--- config.mk ---
export PLATFORM = sky130hd
export DESIGN_NAME = acd_top
export DESIGN_NICKNAME = d
export VERILOG_FILES = /design/src/acd_pkg.sv /design/src/acd_top.sv
export SDC_FILE = /design/constraint.sdc
export NUM_CORES = 1
export LEC_CHECK = 0
export ABC_AREA = 1
export BUFFER_PORTS_ARGS = -buffer_cell sky130_fd_sc_hd__buf_2
export CAP_MARGIN = 20
export CORE_UTILIZATION = 30
export CTS_CLUSTER_SIZE = 30
export DETAILED_ROUTE_END_ITERATION = 7
export PLACE_DENSITY_LB_ADDON = 0.1
export SKIP_CTS_REPAIR_TIMING = 1
export SLEW_MARGIN = 0
export SYNTH_ARGS = -nofsm -noshare
export SYNTH_HDL_FRONTEND = slang
export SYNTH_SLANG_ARGS = --single-unit
--- constraint.sdc ---
create_clock -name clk -period 2.45 [get_ports clk]
set_input_delay 0.1225 -clock clk [delete_from_list [all_inputs] [get_ports clk]]
set_output_delay 0.1225 -clock clk [all_outputs]
set_load 0.05 [all_outputs]
--- src/acd_pkg.sv ---
// Package for the analog comparator digital control logic
package acd_pkg;

    // ****************************************************************
    // Register offsets (word index on the plain register port)
    // ****************************************************************
    localparam logic [3:0] ACD_OFS_CONTROL   = 4'h0;
    localparam logic [3:0] ACD_OFS_DAC_BASE  = 4'h4;
    localparam logic [3:0] ACD_OFS_STATUS    = 4'h8;
    localparam logic [3:0] ACD_OFS_IRQ_FLAG  = 4'h9;
    localparam logic [3:0] ACD_OFS_IRQ_MASK  = 4'hA;

    // ****************************************************************
    // Control register field positions (one control register per unit)
    // ****************************************************************
    localparam int ACD_BIT_ENABLE   = 0;
    localparam int ACD_BIT_IDLE     = 1;
    localparam int ACD_BIT_POLARITY = 2;
    localparam int ACD_BIT_DAC_OE   = 3;
    localparam int ACD_BIT_PAD_SRC  = 4;

    localparam logic [15:0] ACD_CONTROL_RESET = 16'h0000;
    localparam logic [15:0] ACD_DAC_RESET     = 16'h0000;

    // ****************************************************************
    // Timing: glitch filter length in instruction cycles
    // ****************************************************************
    localparam int ACD_FILTER_CYCLES = 2;

    // Power mode of the processor as seen by the block
    typedef enum logic [1:0] {
        ACD_MODE_RUN,
        ACD_MODE_IDLE,
        ACD_MODE_SLEEP
    } acd_mode_t;

    // Per-comparator fan-out of the result to the far-side consumers
    typedef struct packed {
        logic adc_trigger;
        logic irq_pulse;
        logic current_limit;
        logic fault;
    } acd_out_t;

endpackage : acd_pkg

--- src/acd_top.sv ---
// Digital control logic around a group of analog comparators and reference DACs
`timescale 1ns/1ps

module acd_top
    import acd_pkg::*;
#(
    parameter int NUM_CMP  = 4,
    parameter int DAC_BITS = 10
) (
    input  wire logic                          clk,
    input  wire logic                          srst,
    input  wire logic [3:0]                    reg_addr,
    input  wire logic [15:0]                   reg_wdata,
    input  wire logic                          reg_wr,
    input  wire logic                          reg_rd,
    output      logic [15:0]                   reg_rdata,
    input  wire acd_pkg::acd_mode_t            power_mode,
    input  wire logic [NUM_CMP-1:0]            cmp_raw,
    output      logic [NUM_CMP-1:0]            cmp_power_en,
    output      logic [NUM_CMP-1:0]            dac_power_en,
    output      logic [NUM_CMP*DAC_BITS-1:0]   dac_code,
    output      logic [NUM_CMP-1:0]            pad_digital_buf_off,
    output      logic                          dac_output_pin_en,
    output      logic [$clog2(NUM_CMP)-1:0]    dac_output_pin_sel,
    output      acd_pkg::acd_out_t [NUM_CMP-1:0] cmp_out,
    output      logic [NUM_CMP-1:0]            async_wake,
    output      logic                          irq
);

    // ****************************************************************
    // Parameter checks
    // ****************************************************************
    // Refused at elaboration, before any logic is built
    generate
        if (NUM_CMP < 2 || NUM_CMP > 4) begin : g_bad_num_cmp
            $error("NUM_CMP must be 2..4");
        end
        if (DAC_BITS < 1 || DAC_BITS > 16) begin : g_bad_dac_bits
            $error("DAC_BITS must be 1..16");
        end
    endgenerate

    // ****************************************************************
    // Register map (word index on reg_addr)
    // ****************************************************************
    // 0x0..0x3  Control register of units 0..3
    //           bit 0 enable, bit 1 stop in idle, bit 2 invert output,
    //           bit 3 drive the shared DAC pin, bit 4 input from a pad
    // 0x4..0x7  Threshold DAC value of units 0..3, low DAC_BITS bits used
    // 0x8       Filtered comparator levels, read only
    // 0x9       Sticky event flags, write one to clear
    // 0xA       Event mask for the irq output
    // Other     Reads give zero, writes are dropped
    //
    // Bus timing: a write lands on the strobe edge and shows the cycle
    // after; read data stand for the one cycle after the read strobe
    // and are zero otherwise, so an idle bus reads as all zeros.
    // The slave never stalls, so back to back strobes are served.
    // A unit count below four leaves the top indices unmapped.

    // Register index decode, shared by write and read paths
    // Adding the unit index to a base keeps each unit on its own word
    function automatic logic is_unit_reg(input logic [3:0] a, input logic [3:0] base,
                                         input int unit);
        is_unit_reg = (a == base + 4'(unit));
    endfunction : is_unit_reg

    // ****************************************************************
    // Register file
    // ****************************************************************
    logic [15:0]        comparator_control_reg      [NUM_CMP];
    logic [15:0]        threshold_dac_value_reg     [NUM_CMP];
    logic [15:0]        next_comparator_control_reg [NUM_CMP];
    logic [15:0]        next_threshold_dac_value_reg[NUM_CMP];
    // Storage notes: control and DAC value registers are kept per unit
    // in flip-flop arrays indexed by unit number; flags and mask hold
    // one bit per unit at the low end of their words.
    logic [NUM_CMP-1:0] irq_flag;
    logic [NUM_CMP-1:0] irq_mask;
    logic [NUM_CMP-1:0] next_irq_flag;
    logic [NUM_CMP-1:0] next_irq_mask;
    logic [15:0]        next_reg_rdata;

    logic [NUM_CMP-1:0] module_on;
    logic [NUM_CMP-1:0] stop_in_idle_bit;
    logic [NUM_CMP-1:0] polarity_inv;
    logic [NUM_CMP-1:0] dac_pin_output_enable;
    logic [NUM_CMP-1:0] pad_source;
    logic [NUM_CMP-1:0] filtered;
    logic [NUM_CMP-1:0] event_pulse;

    // ****************************************************************
    // Field extraction
    // ****************************************************************
    // Field positions come from the package so software and logic agree
    generate
        for (genvar g = 0; g < NUM_CMP; g++) begin : g_fields
            assign module_on[g]             = comparator_control_reg[g][ACD_BIT_ENABLE];
            assign stop_in_idle_bit[g]      = comparator_control_reg[g][ACD_BIT_IDLE];
            assign polarity_inv[g]          = comparator_control_reg[g][ACD_BIT_POLARITY];
            assign dac_pin_output_enable[g] = comparator_control_reg[g][ACD_BIT_DAC_OE];
            assign pad_source[g]            = comparator_control_reg[g][ACD_BIT_PAD_SRC];
        end
    endgenerate

    // Next register values; flag set wins over write-one-to-clear
    always_comb begin
        for (int i = 0; i < NUM_CMP; i++) begin
            next_comparator_control_reg[i]  = comparator_control_reg[i];
            next_threshold_dac_value_reg[i] = threshold_dac_value_reg[i];
            if (reg_wr && is_unit_reg(reg_addr, ACD_OFS_CONTROL, i)) begin
                next_comparator_control_reg[i] = reg_wdata;
            end
            if (reg_wr && is_unit_reg(reg_addr, ACD_OFS_DAC_BASE, i)) begin
                next_threshold_dac_value_reg[i] = reg_wdata;
            end
        end
        next_irq_mask = irq_mask;
        next_irq_flag = irq_flag;
        if (reg_wr && reg_addr == ACD_OFS_IRQ_MASK) begin
            next_irq_mask = reg_wdata[NUM_CMP-1:0];
        end
        if (reg_wr && reg_addr == ACD_OFS_IRQ_FLAG) begin
            next_irq_flag = irq_flag & ~reg_wdata[NUM_CMP-1:0];
        end
        next_irq_flag = next_irq_flag | event_pulse;
        // Read data, zero for unmapped addresses
        next_reg_rdata = 16'h0000;
        if (reg_rd) begin
            for (int i = 0; i < NUM_CMP; i++) begin
                if (is_unit_reg(reg_addr, ACD_OFS_CONTROL, i)) begin
                    next_reg_rdata = comparator_control_reg[i];
                end
                if (is_unit_reg(reg_addr, ACD_OFS_DAC_BASE, i)) begin
                    next_reg_rdata = threshold_dac_value_reg[i];
                end
            end
            if (reg_addr == ACD_OFS_STATUS) begin
                next_reg_rdata = 16'(filtered);
            end
            if (reg_addr == ACD_OFS_IRQ_FLAG) begin
                next_reg_rdata = 16'(irq_flag);
            end
            if (reg_addr == ACD_OFS_IRQ_MASK) begin
                next_reg_rdata = 16'(irq_mask);
            end
        end
    end

    // Register update
    // Synchronous reset clears every register; reset values come from
    // the package. Read data are cleared as well so that the first
    // cycle after reset reads as zero.
    always_ff @(posedge clk) begin
        if (srst) begin
            for (int i = 0; i < NUM_CMP; i++) begin
                comparator_control_reg[i]  <= ACD_CONTROL_RESET;
                threshold_dac_value_reg[i] <= ACD_DAC_RESET;
            end
            irq_flag  <= '0;
            irq_mask  <= '0;
            reg_rdata <= 16'h0000;
        end else begin
            comparator_control_reg  <= next_comparator_control_reg;
            threshold_dac_value_reg <= next_threshold_dac_value_reg;
            irq_flag                <= next_irq_flag;
            irq_mask                <= next_irq_mask;
            reg_rdata               <= next_reg_rdata;
        end
    end

    // Level interrupt; stays high until software clears every
    // unmasked flag, so no event is lost between two reads.
    assign irq = |(irq_flag & irq_mask);

    // ****************************************************************
    // Power gating
    // ****************************************************************
    // Idle stop is shared by the whole group: one stop bit set in Idle
    // powers down every unit, not only its owner. Sleep leaves power
    // under control of the enable bits alone, so a unit can still wake
    // the core. A disabled unit's comparator result reads as zero everywhere downstream.
    // The pad buffer follows the enable bit, not the idle stop, so a
    // pad input stays analog while the group sleeps in Idle.
    //
    // One shared idle stop keeps the clock control simple
    logic group_idle_stop;
    logic in_idle;
    logic low_power;
    assign in_idle         = (power_mode == ACD_MODE_IDLE);
    assign low_power       = (power_mode != ACD_MODE_RUN);
    assign group_idle_stop = in_idle && (|stop_in_idle_bit);

    // Polarity is applied before anything else, so the filter, the
    // wake path and every consumer see the same oriented result.
    // Gating by active keeps a powered-down unit from making events.
    logic [NUM_CMP-1:0] active;
    logic [NUM_CMP-1:0] oriented;
    generate
        for (genvar g = 0; g < NUM_CMP; g++) begin : g_unit
            assign active[g]       = module_on[g] && !group_idle_stop;
            assign cmp_power_en[g] = active[g];
            assign dac_power_en[g] = active[g];
            assign dac_code[g*DAC_BITS +: DAC_BITS] =
                threshold_dac_value_reg[g][DAC_BITS-1:0];
            assign pad_digital_buf_off[g] = module_on[g] && pad_source[g];
            assign oriented[g] = (cmp_raw[g] ^ polarity_inv[g]) && active[g];
            // Unclocked wake path, filter bypassed while the clock may stop
            assign async_wake[g] = low_power && oriented[g];
        end
    endgenerate

    // ****************************************************************
    // Glitch filter and event pulse
    // ****************************************************************
    // Timing from a clean input change, in instruction cycles:
    //   edge 1  first sync stage takes the oriented level
    //   edge 2  second stage, now free of metastability
    //   edge 3  sample_prev holds the previous second-stage value
    //   edge 4  two equal samples, filtered level moves
    //   edge 5  event pulse drops, sticky flag is set
    // A level that lives one cycle never gives two equal samples,
    // so it is dropped; two cycles or more pass through.
    // The filter keeps running in Sleep or Idle when a clock is
    // present, but the wake path does not wait for it.
    // Trade-off: four cycles of latency buy immunity to glitches.
    logic [NUM_CMP-1:0] sync1;
    logic [NUM_CMP-1:0] sync2;
    logic [NUM_CMP-1:0] sample_prev;
    logic [NUM_CMP-1:0] filtered_prev;
    logic [NUM_CMP-1:0] next_filtered;

    // Accept a new level only when two samples agree
    always_comb begin
        next_filtered = filtered;
        for (int i = 0; i < NUM_CMP; i++) begin
            if (sync2[i] == sample_prev[i]) begin
                next_filtered[i] = sync2[i];
            end
        end
    end

    // Rising edge of the filtered level; one cycle wide
    assign event_pulse = filtered & ~filtered_prev;

    always_ff @(posedge clk) begin
        if (srst) begin
            sync1         <= '0;
            sync2         <= '0;
            sample_prev   <= '0;
            filtered      <= '0;
            filtered_prev <= '0;
        end else begin
            sync1         <= oriented;
            sync2         <= sync1;
            sample_prev   <= sync2;
            filtered      <= next_filtered;
            filtered_prev <= filtered;
        end
    end

    // Level outputs go to the PWM current limit and fault inputs;
    // pulse outputs go to the ADC trigger and interrupt logic.
    // All consumers see the same result at once
    generate
        for (genvar g = 0; g < NUM_CMP; g++) begin : g_fan
            assign cmp_out[g].adc_trigger   = event_pulse[g];
            assign cmp_out[g].irq_pulse     = event_pulse[g];
            assign cmp_out[g].current_limit = filtered[g];
            assign cmp_out[g].fault         = filtered[g];
        end
    endgenerate

    // ****************************************************************
    // Shared DAC output pin
    // ****************************************************************
    // Software should set at most one pin enable; if it sets several,
    // the lowest index gets the pin and the others are ignored, which
    // keeps the pin from being shorted between two DAC outputs.
    // With no enable set the select rests at zero and en is low.
    // Lowest enabled unit wins, so the pin never has two sources
    logic [$clog2(NUM_CMP)-1:0] next_sel;
    always_comb begin
        next_sel = '0;
        for (int i = NUM_CMP - 1; i >= 0; i--) begin
            if (dac_pin_output_enable[i]) begin
                next_sel = ($clog2(NUM_CMP))'(i);
            end
        end
    end
    assign dac_output_pin_sel = next_sel;
    assign dac_output_pin_en  = |dac_pin_output_enable;

endmodule : acd_top

== Yosys cells after proc, flatten, opt, wreduce, memory -nomap -nowiden ==
Cells that the tools add are included.

* Memories kept: 0
* Flip-flop bits (word level): 172
* Bits in writable memories: 0
* Bits in read-only memories: 0
* Input bits: 30
* Latch bits: 0

* Shift-type cells: 0
* Bitwise logic cells: 11
* $mul: 0
* $lt $le $gt $ge: 0
* Muxes and demuxes: 16
* Add/subtract/negate cells: 0
* Reductions and logical operators: 35
* Divide/modulo/power cells: 0
* Equality and inequality tests: 15

{| class="wikitable"
|+ Operators with widths
! operator !! count
|-
| two-way mux 16 bit || 8
|-
| logical AND 1 bit || 27
|-
| == test 4 x 3 -> 1 bit, second input constant || 4
|-
| two-way mux 4 bit || 4
|-
| AND 4 bit || 3
|-
| == test 4 bit, second input constant || 3
|-
| OR reduction 4 bit || 3
|-
| == test 4 x 2 -> 1 bit, second input constant || 2
|-
| two-way mux 2 bit || 4
|-
| inverter 4 bit || 2
|-
| OR reduction 5 bit || 1
|-
| == test 1 bit || 4
|-
| == test 4 x 1 -> 1 bit, second input constant || 1
|-
| logical NOT 4 bit || 1
|-
| bitwise OR 4 bit || 1
|-
| XOR 1 bit || 4
|-
| == test 2 x 1 -> 1 bit, second input constant || 1
|-
| nonzero test 2 bit || 1
|-
| OR reduction 2 bit || 1
|-
| logical NOT 1 bit || 1
|-
| inverter 1 bit || 1
|}

== Logic depth before layout (Yosys ltp) ==
Gate-level depths: netlist (run 1).

* Depth after elaboration: 12
* Mapped depth: 11

== Least setup slack after synthesis (run 1) ==
No wires, ideal clock.

* Path type: reg2out
* Start: reg comparator_control_reg[1] (netlist bit)
* End: out async_wake[2]
* Stages on the path, launching flop included: 6
* Setup slack: 0.102 ns
* Arrival time: 2.226 ns
* Data required time: 2.328 ns
* Cell sequence: dfxtp_1 > nor4_1 > nor3b_1 > nor2_1 > nand2_1 > nor2_1

* Cells in the longest elaborated chain, start to end: 6

{| class="wikitable"
|+ Ends and longest elaborated chain
! item !! line !! RTL
|-
| from (decl) || acd_top.sv:71 || <nowiki>logic [15:0] comparator_control_reg [NUM_CMP];</nowiki>
|-
| from (signal assigned) || acd_top.sv:164 || <nowiki>comparator_control_reg <= next_comparator_control_reg;</nowiki>
|-
| OR reduction 4 bit || acd_top.sv:192 || <nowiki>assign group_idle_stop = in_idle && (|stop_in_idle_bit);</nowiki>
|-
| logical AND 1 bit || acd_top.sv:192 ||
|-
| logical NOT 1 bit || acd_top.sv:201 || <nowiki>assign active[g] = module_on[g] && !group_idle_stop;</nowiki>
|-
| logical AND 1 bit || acd_top.sv:201 ||
|-
| named net cmp_power_en[2] || acd_top.sv:19 || <nowiki>output logic [NUM_CMP-1:0] cmp_power_en,</nowiki>
|-
| logical AND 1 bit || acd_top.sv:207 || <nowiki>assign oriented[g] = (cmp_raw[g] ^ polarity_inv[g]) && active[g];</nowiki>
|-
| logical AND 1 bit || acd_top.sv:209 || <nowiki>assign async_wake[g] = low_power && oriented[g];</nowiki>
|-
| to (decl) || acd_top.sv:26 || <nowiki>output logic [NUM_CMP-1:0] async_wake,</nowiki>
|}

The timed path passes the listed nets, and every way through them passes these cells.

== Worst setup path in the final report (run 1) ==
* Start: reg comparator_control_reg[1] (netlist bit)
* End: out async_wake[1]

* Cells in the longest elaborated chain, start to end: 6

{| class="wikitable"
|+ Ends and longest elaborated chain
! item !! line
|-
| OR reduction 4 bit || acd_top.sv:192
|-
| logical AND 1 bit || acd_top.sv:192
|-
| logical NOT 1 bit || acd_top.sv:201
|-
| logical AND 1 bit || acd_top.sv:201
|-
| logical AND 1 bit || acd_top.sv:207
|-
| logical AND 1 bit || acd_top.sv:209
|}

No other way between the ends.

==> impl_results.md, run 1 <==
- Status: finished, violations left
- Failing checks: negative hold slack
- Worst Setup EP: async_wake[1]
- Ys Warns: 0
- Worst Reg-to-Reg Cells: 5
- Routed vias: about 6700
- Compound-cell area share of the yosys netlist: 15.2%
- Slew @ Worst Pin: roughly 0.79 ns
- GR Util met1: about a quarter
- P_leak: about 0.0035 uW
- Die X: around 160 um
- Fin crit period: ~2.1 ns
- Critical Path RT: between 2 and 2.5 ns
- Final Hold Fails: 1
- WL final: 24.2 mm
- Worst slack, placed: 0.694 ns
- Max-Cap Viols: 0
- Total core area: 25400 um2
- Setup-failing EPs final: 0
- Cts bufs inserted: 17
- Worst r2r dst: sync1[1]$_SDFF_PP0_
- Post-DP HPWL: 16.2 mm
- Post-synth top cells: 172 x dfxtp_1, 136 x nor2_1, 132 x nand2_1
- DR DRC count: 0
- Number of cells on the critical path: 6
- Most frequent cell after synthesis: dfxtp_1
- Met2 Use GR: 30.2%
- Synth Area in Simple Gates: 23.6%
- Main synth FF type: dfxtp_1
- Pin count of the biggest net entering global routing: approximately 160
- Dpl cells: 1387
- DRT Pass-1 Iters: 5
- Filler cells: 2762
- H-tree Lvls: 4
- CTS tree: built
- IO Port Bufs: 121
- Final net count: roughly 1100
- Share of the synthesized area in the top cell type: 43.9%
- Clk root buf: clkbuf_16
- Async set-reset flop share out of synthesis: 0%
- Clock tree buffer depth: 2
- Netlist Area Pre-Place: a little under 8000 um2
- DRT antenna net count: 0
- EDFF count, synth: 0
- Hold WS: -0.00778 ns
- Leading area contributor after synthesis: dfxtp_1
- Worst setup path start: comparator_control_reg[1]$_SDFFE_PP0P_
- M3 GR Usage: 3.48%
- CP delay by family, top: simple AND/OR/NAND/NOR gates
- Busiest grt layer: met2
- Reg2reg start: comparator_control_reg[1]$_SDFFE_PP0P_
- RSZ-0062 raised after global routing: false
- Drt wl/cell: 17.0 um
- Crit path arrival time: between 2 and 2.5 ns
- Die area: 26800 um2
- Routability cong.: a little under 0.8
- Most used cell, CP: nor2_1
- Peak supply drop: around 370 uV
- Synth-to-Final Area Change: 12.0%
- Gate Count Post-Synth: 1050
- Mux contribution to synthesized area: 0%
- Hold path start: cmp_raw[1]
- Post-Synth Adder-Cell Area: 0%
- Clk slew on worst S/H paths: 0.07 ns
- Starting Density: 30.9%
- Number of synthesized register bits: 172
- Final worst slack: between 0.3 and 0.4 ns
- Setup tns final: 0 ns
- Hold crit path type: in -> reg
- Biggest cell delay along the critical path: 0.42 ns
- Global-route wire length before repair: about 37 mm
- CP Buf/Inv Count: 1
- P per Cell Area: 695 nW/um2
- CP endpoint kind: primary output
- Diode count: 0
- Die span in y: about 160 um
- CP Max Fanout: 4
- Combinational family with the most area after synthesis: simple AND/OR/NAND/NOR gates
- CP Class: reg -> out
- Fin crit share: 87.5%
- Highest clock rate: 0.466 GHz
- Number of global-route vias before repair: 6345
- Vias/cell: 4.75
- Sink Count: 172
- Yosys cell types: 27
- Clk_lat worst skew: 0.44 ns
- Post-Layout Cell Count: 1419
- Syn nets: around 1100
- GRT overflow: 0
- # rows: 58
- Critical path's slowest cell: nor4_1
- IO Pins: around 120
- Fin Clk Skew: 0.0142 ns
- Final core utilization: 34.6%
- FF-to-FF setup slack: 1.05 ns
- Initial drt markers: 463
- Max FFs per register: 64
- Startpoint Class: flip-flop
- Share of cells above drive strength 1: between 15 and 20%
- Xor-xnor portion of the synthesized cell area: 0.447%
- Top post-synthesis cells by area: dfxtp_1 44%, a211oi_1 6.8%, nor2_1 6.5%
- Power Total: around 6000 uW
- Slew margin rel.: 47.3%
- Slew Limit Fails: 0
- Initial antenna violation count: 0
- Sequential share of the synthesized area: about 44%
- Avg Inst Size Synth: 7.47 um2
- GRT Util Overall: 18.5%
- Worst-path cell chain: nor4_1 > nor3b_1 > nor2_1 > nand2_1 > nor2_1 > buf_2
-- final cells by class --
cell class              instances  area (um2)  share of cell area [%]
flip-flops and latches        172        3440                    39.2
multi-input cells             615        3080                    35.0
repair buffers                137         753                    8.58
inverters                     133         499                    5.68
clock buffers                  17         425                    4.84
well taps                     330         413                    4.70
clock inverters                15         173                    1.97
-- worst reg2reg max path, cell delays in order (launching register included) --
cell	delay, ns
dfxtp_1	0.32
nor4_1	0.42
nor3b_1	0.17
nor2_1	0.22
nand2_1	0.11
nor2_1	0.10
-- layout by cell type, fill, tap and decap left out, drive strengths merged, types with 5 or more instances in the layout --
cell and count:
clkbuf 17, nor3 29, a211oi 74, o21ai 12
inv 141, buf 137, nand2 137, dfxtp 172
nor2 145, clkinv 5, o22ai 13, nand4 23
nand3 80, a21oi 96
-- report_power, final --
group	internal, uW	total (uW)	switching, uW
Combinational	105	461	356
Sequential	2840	2860	21.2
Clock	1460	2790	1330
-- per-stage QoR --
stage	hold slack [ns]	area, um2
2_1_floorplan	0.319	7840
3_3_place_gp	0.391	8180
3_5_place_dp	0.393	8180
4_1_cts	-0.0133	8780
5_1_grt	0.0107	8780
6_report	-0.00778	8780
-- worst min path at each step --
stage | cells after the start | endpoint | slack (ns)
floorplan | 3 | sync1[1]$_SDFF_PP0_ | 0.32
global placement | 2 | sync2[2]$_SDFF_PP0_ | 0.39
detailed placement | 2 | sync2[2]$_SDFF_PP0_ | 0.39
CTS | 4 | sync1[1]$_SDFF_PP0_ | -0.01
global route | 4 | sync1[1]$_SDFF_PP0_ | 0.01
finish | 4 | sync1[1]$_SDFF_PP0_ | -0.008
-- routing by layer --
metal	routed length, um	vias up
li1	-	3431
met3	950	20
met1	11500	3122
met4	471	0
met2	11200	167
met5	0	-
-- cell families after synthesis --
family	count (synthesis)
buffers and inverters	263
AND/OR/NAND/NOR	416
flip-flops	172
AO/OA/AOI/OAI	195
XOR/XNOR	4
No activity file was read; power rests on OpenSTA's default activity.
==> inputs of run 2 (changes only) <==
==> constraint.sdc (replaced) <==
create_clock -name clk -period 2.45 [get_ports clk]
set_input_delay 0.3675 -clock clk [delete_from_list [all_inputs] [get_ports clk]]
set_output_delay 0.3675 -clock clk [all_outputs]
set_load 0.05 [all_outputs]
==> impl_results.md, run 2 (same netlist as run 1, synthesis figures left out) <==
- Status: finished, final reports clean
- Clk root buf: clkbuf_16
- Fin crit share: 92.8% (+5.3 points)
- Logic pwr share: 7.7% (+0.2 points)
- CTS tree: built
- FF-to-FF setup slack: 1.14 ns (+0.09 ns)
- Fin Clk Skew: 0.0148 ns (+0.000580 ns)
- Diode count: 0 (unchanged)
- Post-DP HPWL: 15.8 mm (-2.6%)
- Switching portion of total power: 26.5% (-1.4 points)
- Power Total: 6090 uW (-0.28%)
- Die area: 26800 um2 (unchanged)
- Cts bufs inserted: 17 (unchanged)
- Commonest non-fill, non-tap cell in the layout: dfxtp_1
- Most frequent cells in the layout: 172 x dfxtp_1, 136 x nor2_1, 132 x nand2_1, 127 x inv_1, 118 x buf_2
- Slew @ Worst Pin: 0.825 ns (+0.0346 ns)
- P_leak: 0.00358 uW (+1.2%)
- Max-Cap Viols: 0 (unchanged)
- Hold crit path type: in -> reg
- CP delay by family, top: simple AND/OR/NAND/NOR gates
- Clock tree buffer depth: 2 (unchanged)
- Design area: 8860 um2 (+0.91%)
- GRT overflow: 0 (unchanged)
- Reg2reg start: comparator_control_reg[1]$_SDFFE_PP0P_
- IO Port Bufs: 121 (unchanged)
- Routed vias: 6694 (-0.68%)
- Hold depth: 4 (unchanged)
- Worst r2r dst: sync1[1]$_SDFF_PP0_
- Number of global-route vias before repair: 6479 (+2.1%)
- Total core area: 25400 um2 (unchanged)
- Vias/cell: 4.69 (-1.2%)
- Die span in y: 164 um (unchanged)
- Reg power frac: 46.9% (about the same)
- Synth-to-Final Area Change: 13.0%
- Worst slack, placed: 0.336 ns (-0.358 ns)
- Clk_lat worst skew: 0.44 ns (about the same)
- Share of cells above drive strength 1: 18.5% (+0.69 points)
- CP Buf/Inv Count: 1 (unchanged)
- Routability cong.: 0.767 (-1.7%)
- Pin count of the biggest net entering global routing: 157 (unchanged)
- IO Pins: 122 (unchanged)
- Clock Power Share: 45.4% (-0.3 points)
- Peak supply drop: 380 uV (+2.0%)
- Final net count: 1115 (+0.81%)
- Most used cell, CP: nor2_1
- DR DRC count: 0 (unchanged)
- Internal power: 4480 uW (+1.7%)
- Critical Path RT: 2.08 ns (-0.25 ns)
- P per Cell Area: 687 nW/um2 (-1.2%)
- Die X: 164 um (unchanged)
- Post-Place Cell Area: 8250 um2 (+0.83%)
- Psw: 1610 uW (-5.4%)
- Starting Density: 30.9% (unchanged)
- Critical path's slowest cell: dfxtp_1
- Slew margin rel.: 45.0% (-2.3 points)
- Final worst slack: 0.177 ns (-0.129 ns)
- Initial drt markers: 406 (-12%)
- Slew Limit Fails: 0 (unchanged)
- Global-route wire length before repair: 37.4 mm (+0.50%)
- Sink Count: 172 (unchanged)
- DRT antenna net count: 0 (unchanged)
- Final Hold Fails: 0 (-1)
- Drt wl/cell: 16.7 um (-2.1%)
- Crit path arrival time: 1.91 ns (-0.11 ns)
- Clk slew on worst S/H paths: 0.07 ns (about the same)
- Max FFs per register: 64 (unchanged)
- Dpl cells: 1396 (+0.65%)
- GRT Util Overall: 18.5% (about the same)
- H-tree Lvls: 4 (unchanged)
- Biggest cell delay along the critical path: 0.36 ns (-0.06 ns)
- CP Class: reg -> out
- Fin crit period: 2.27 ns (+0.129 ns)
- DRT Pass-1 Iters: 5 (unchanged)
- # rows: 58 (unchanged)
- Setup tns final: 0 ns (unchanged)
- WL final: 23.8 mm (-1.5%)
- Setup-failing EPs final: 0 (unchanged)
- Initial antenna violation count: 0 (unchanged)
- Highest clock rate: 0.440 GHz (-5.7%)
- Hold path start: cmp_raw[3]
- CP Max Fanout: 4 (unchanged)
- Worst Hold End: sync1[3]$_SDFF_PP0_
- Worst Reg-to-Reg Cells: 5 (unchanged)
- CP endpoint kind: primary output
- Startpoint Class: flip-flop
- Worst-path cell chain: nor4_4 > nor3b_2 > nor2_1 > nand2_1 > nor2_1 > clkbuf_4
- Post-Layout Cell Count: 1427 (+0.56%)
## run 2: cell count changes in the layout (fill, tap and decap cells not counted), moves of 2 or more
cell / change
clkinv_8: -2
inv_8: -2
buf_4: +9
buf_2: -2
clkbuf_4: +2
## run 2: final cells by class
| cell class | count | area, um2 |
|---|---|---|
| Multi-Input combinational cell | 615 | 3100 |
| Clock inverter | 13 | 156 |
| Inverter | 133 | 499 |
| Clock buffer | 18 | 429 |
| Tap cell | 330 | 413 |
| Fill cell | 2746 | 16500 |
| Sequential cell | 172 | 3440 |
| Timing Repair Buffer | 146 | 826 |
## run 2: routing by layer
layer	wire length [um]	up-vias	GRT usage, %
met5	0	-	0
met4	367	0	5.13
met3	919	17	3.53
met2	10900	159	29.8
met1	11700	3082	25.0
li1	-	3436	-
## run 2: power groups by stage
stage	clock [uW]	sequential (uW)	combinational, uW
floorplan	0	2930	334
global placement	0	2920	472
detailed placement	0	2920	473
CTS	2840	2860	474
global route	2970	2860	512
finish	2760	2860	468
## run 2: worst max path at each step
stage                     cells past startpoint                                        to                                   start  slack, ns
after floorplan                               5                             async_wake[2]  comparator_control_reg[1]$_SDFFE_PP0P_      -0.14
after global placement                        7                 dac_code[24]$_SDFFE_PP0P_                             reg_addr[3]       0.34
after detailed placement                      7  threshold_dac_value_reg[28]$_SDFFE_PP0P_                             reg_addr[3]       0.34
after CTS                                     6                             async_wake[0]  comparator_control_reg[1]$_SDFFE_PP0P_     -0.009
after global routing                          6                             async_wake[1]  comparator_control_reg[1]$_SDFFE_PP0P_      -0.02
final                                         6                             async_wake[0]  comparator_control_reg[1]$_SDFFE_PP0P_       0.18
## run 2: tightest hold or removal path: cells and delay by family
family / cells / cell delay, ns
XOR/XNOR: 1 / 0.05
buffers and inverters: 1 / 0.08
AND/OR/NAND/NOR: 2 / 0.12
## run 2: per-stage QoR
step / hold slack [ns] / util [%]
after detailed placement: 0.393 / 32.5
after floorplan: 0.388 / -
after global routing: 0.238 / 34.9
after global placement: 0.391 / 32.5
final: 0.243 / 34.9
after CTS: 0.234 / 34.8
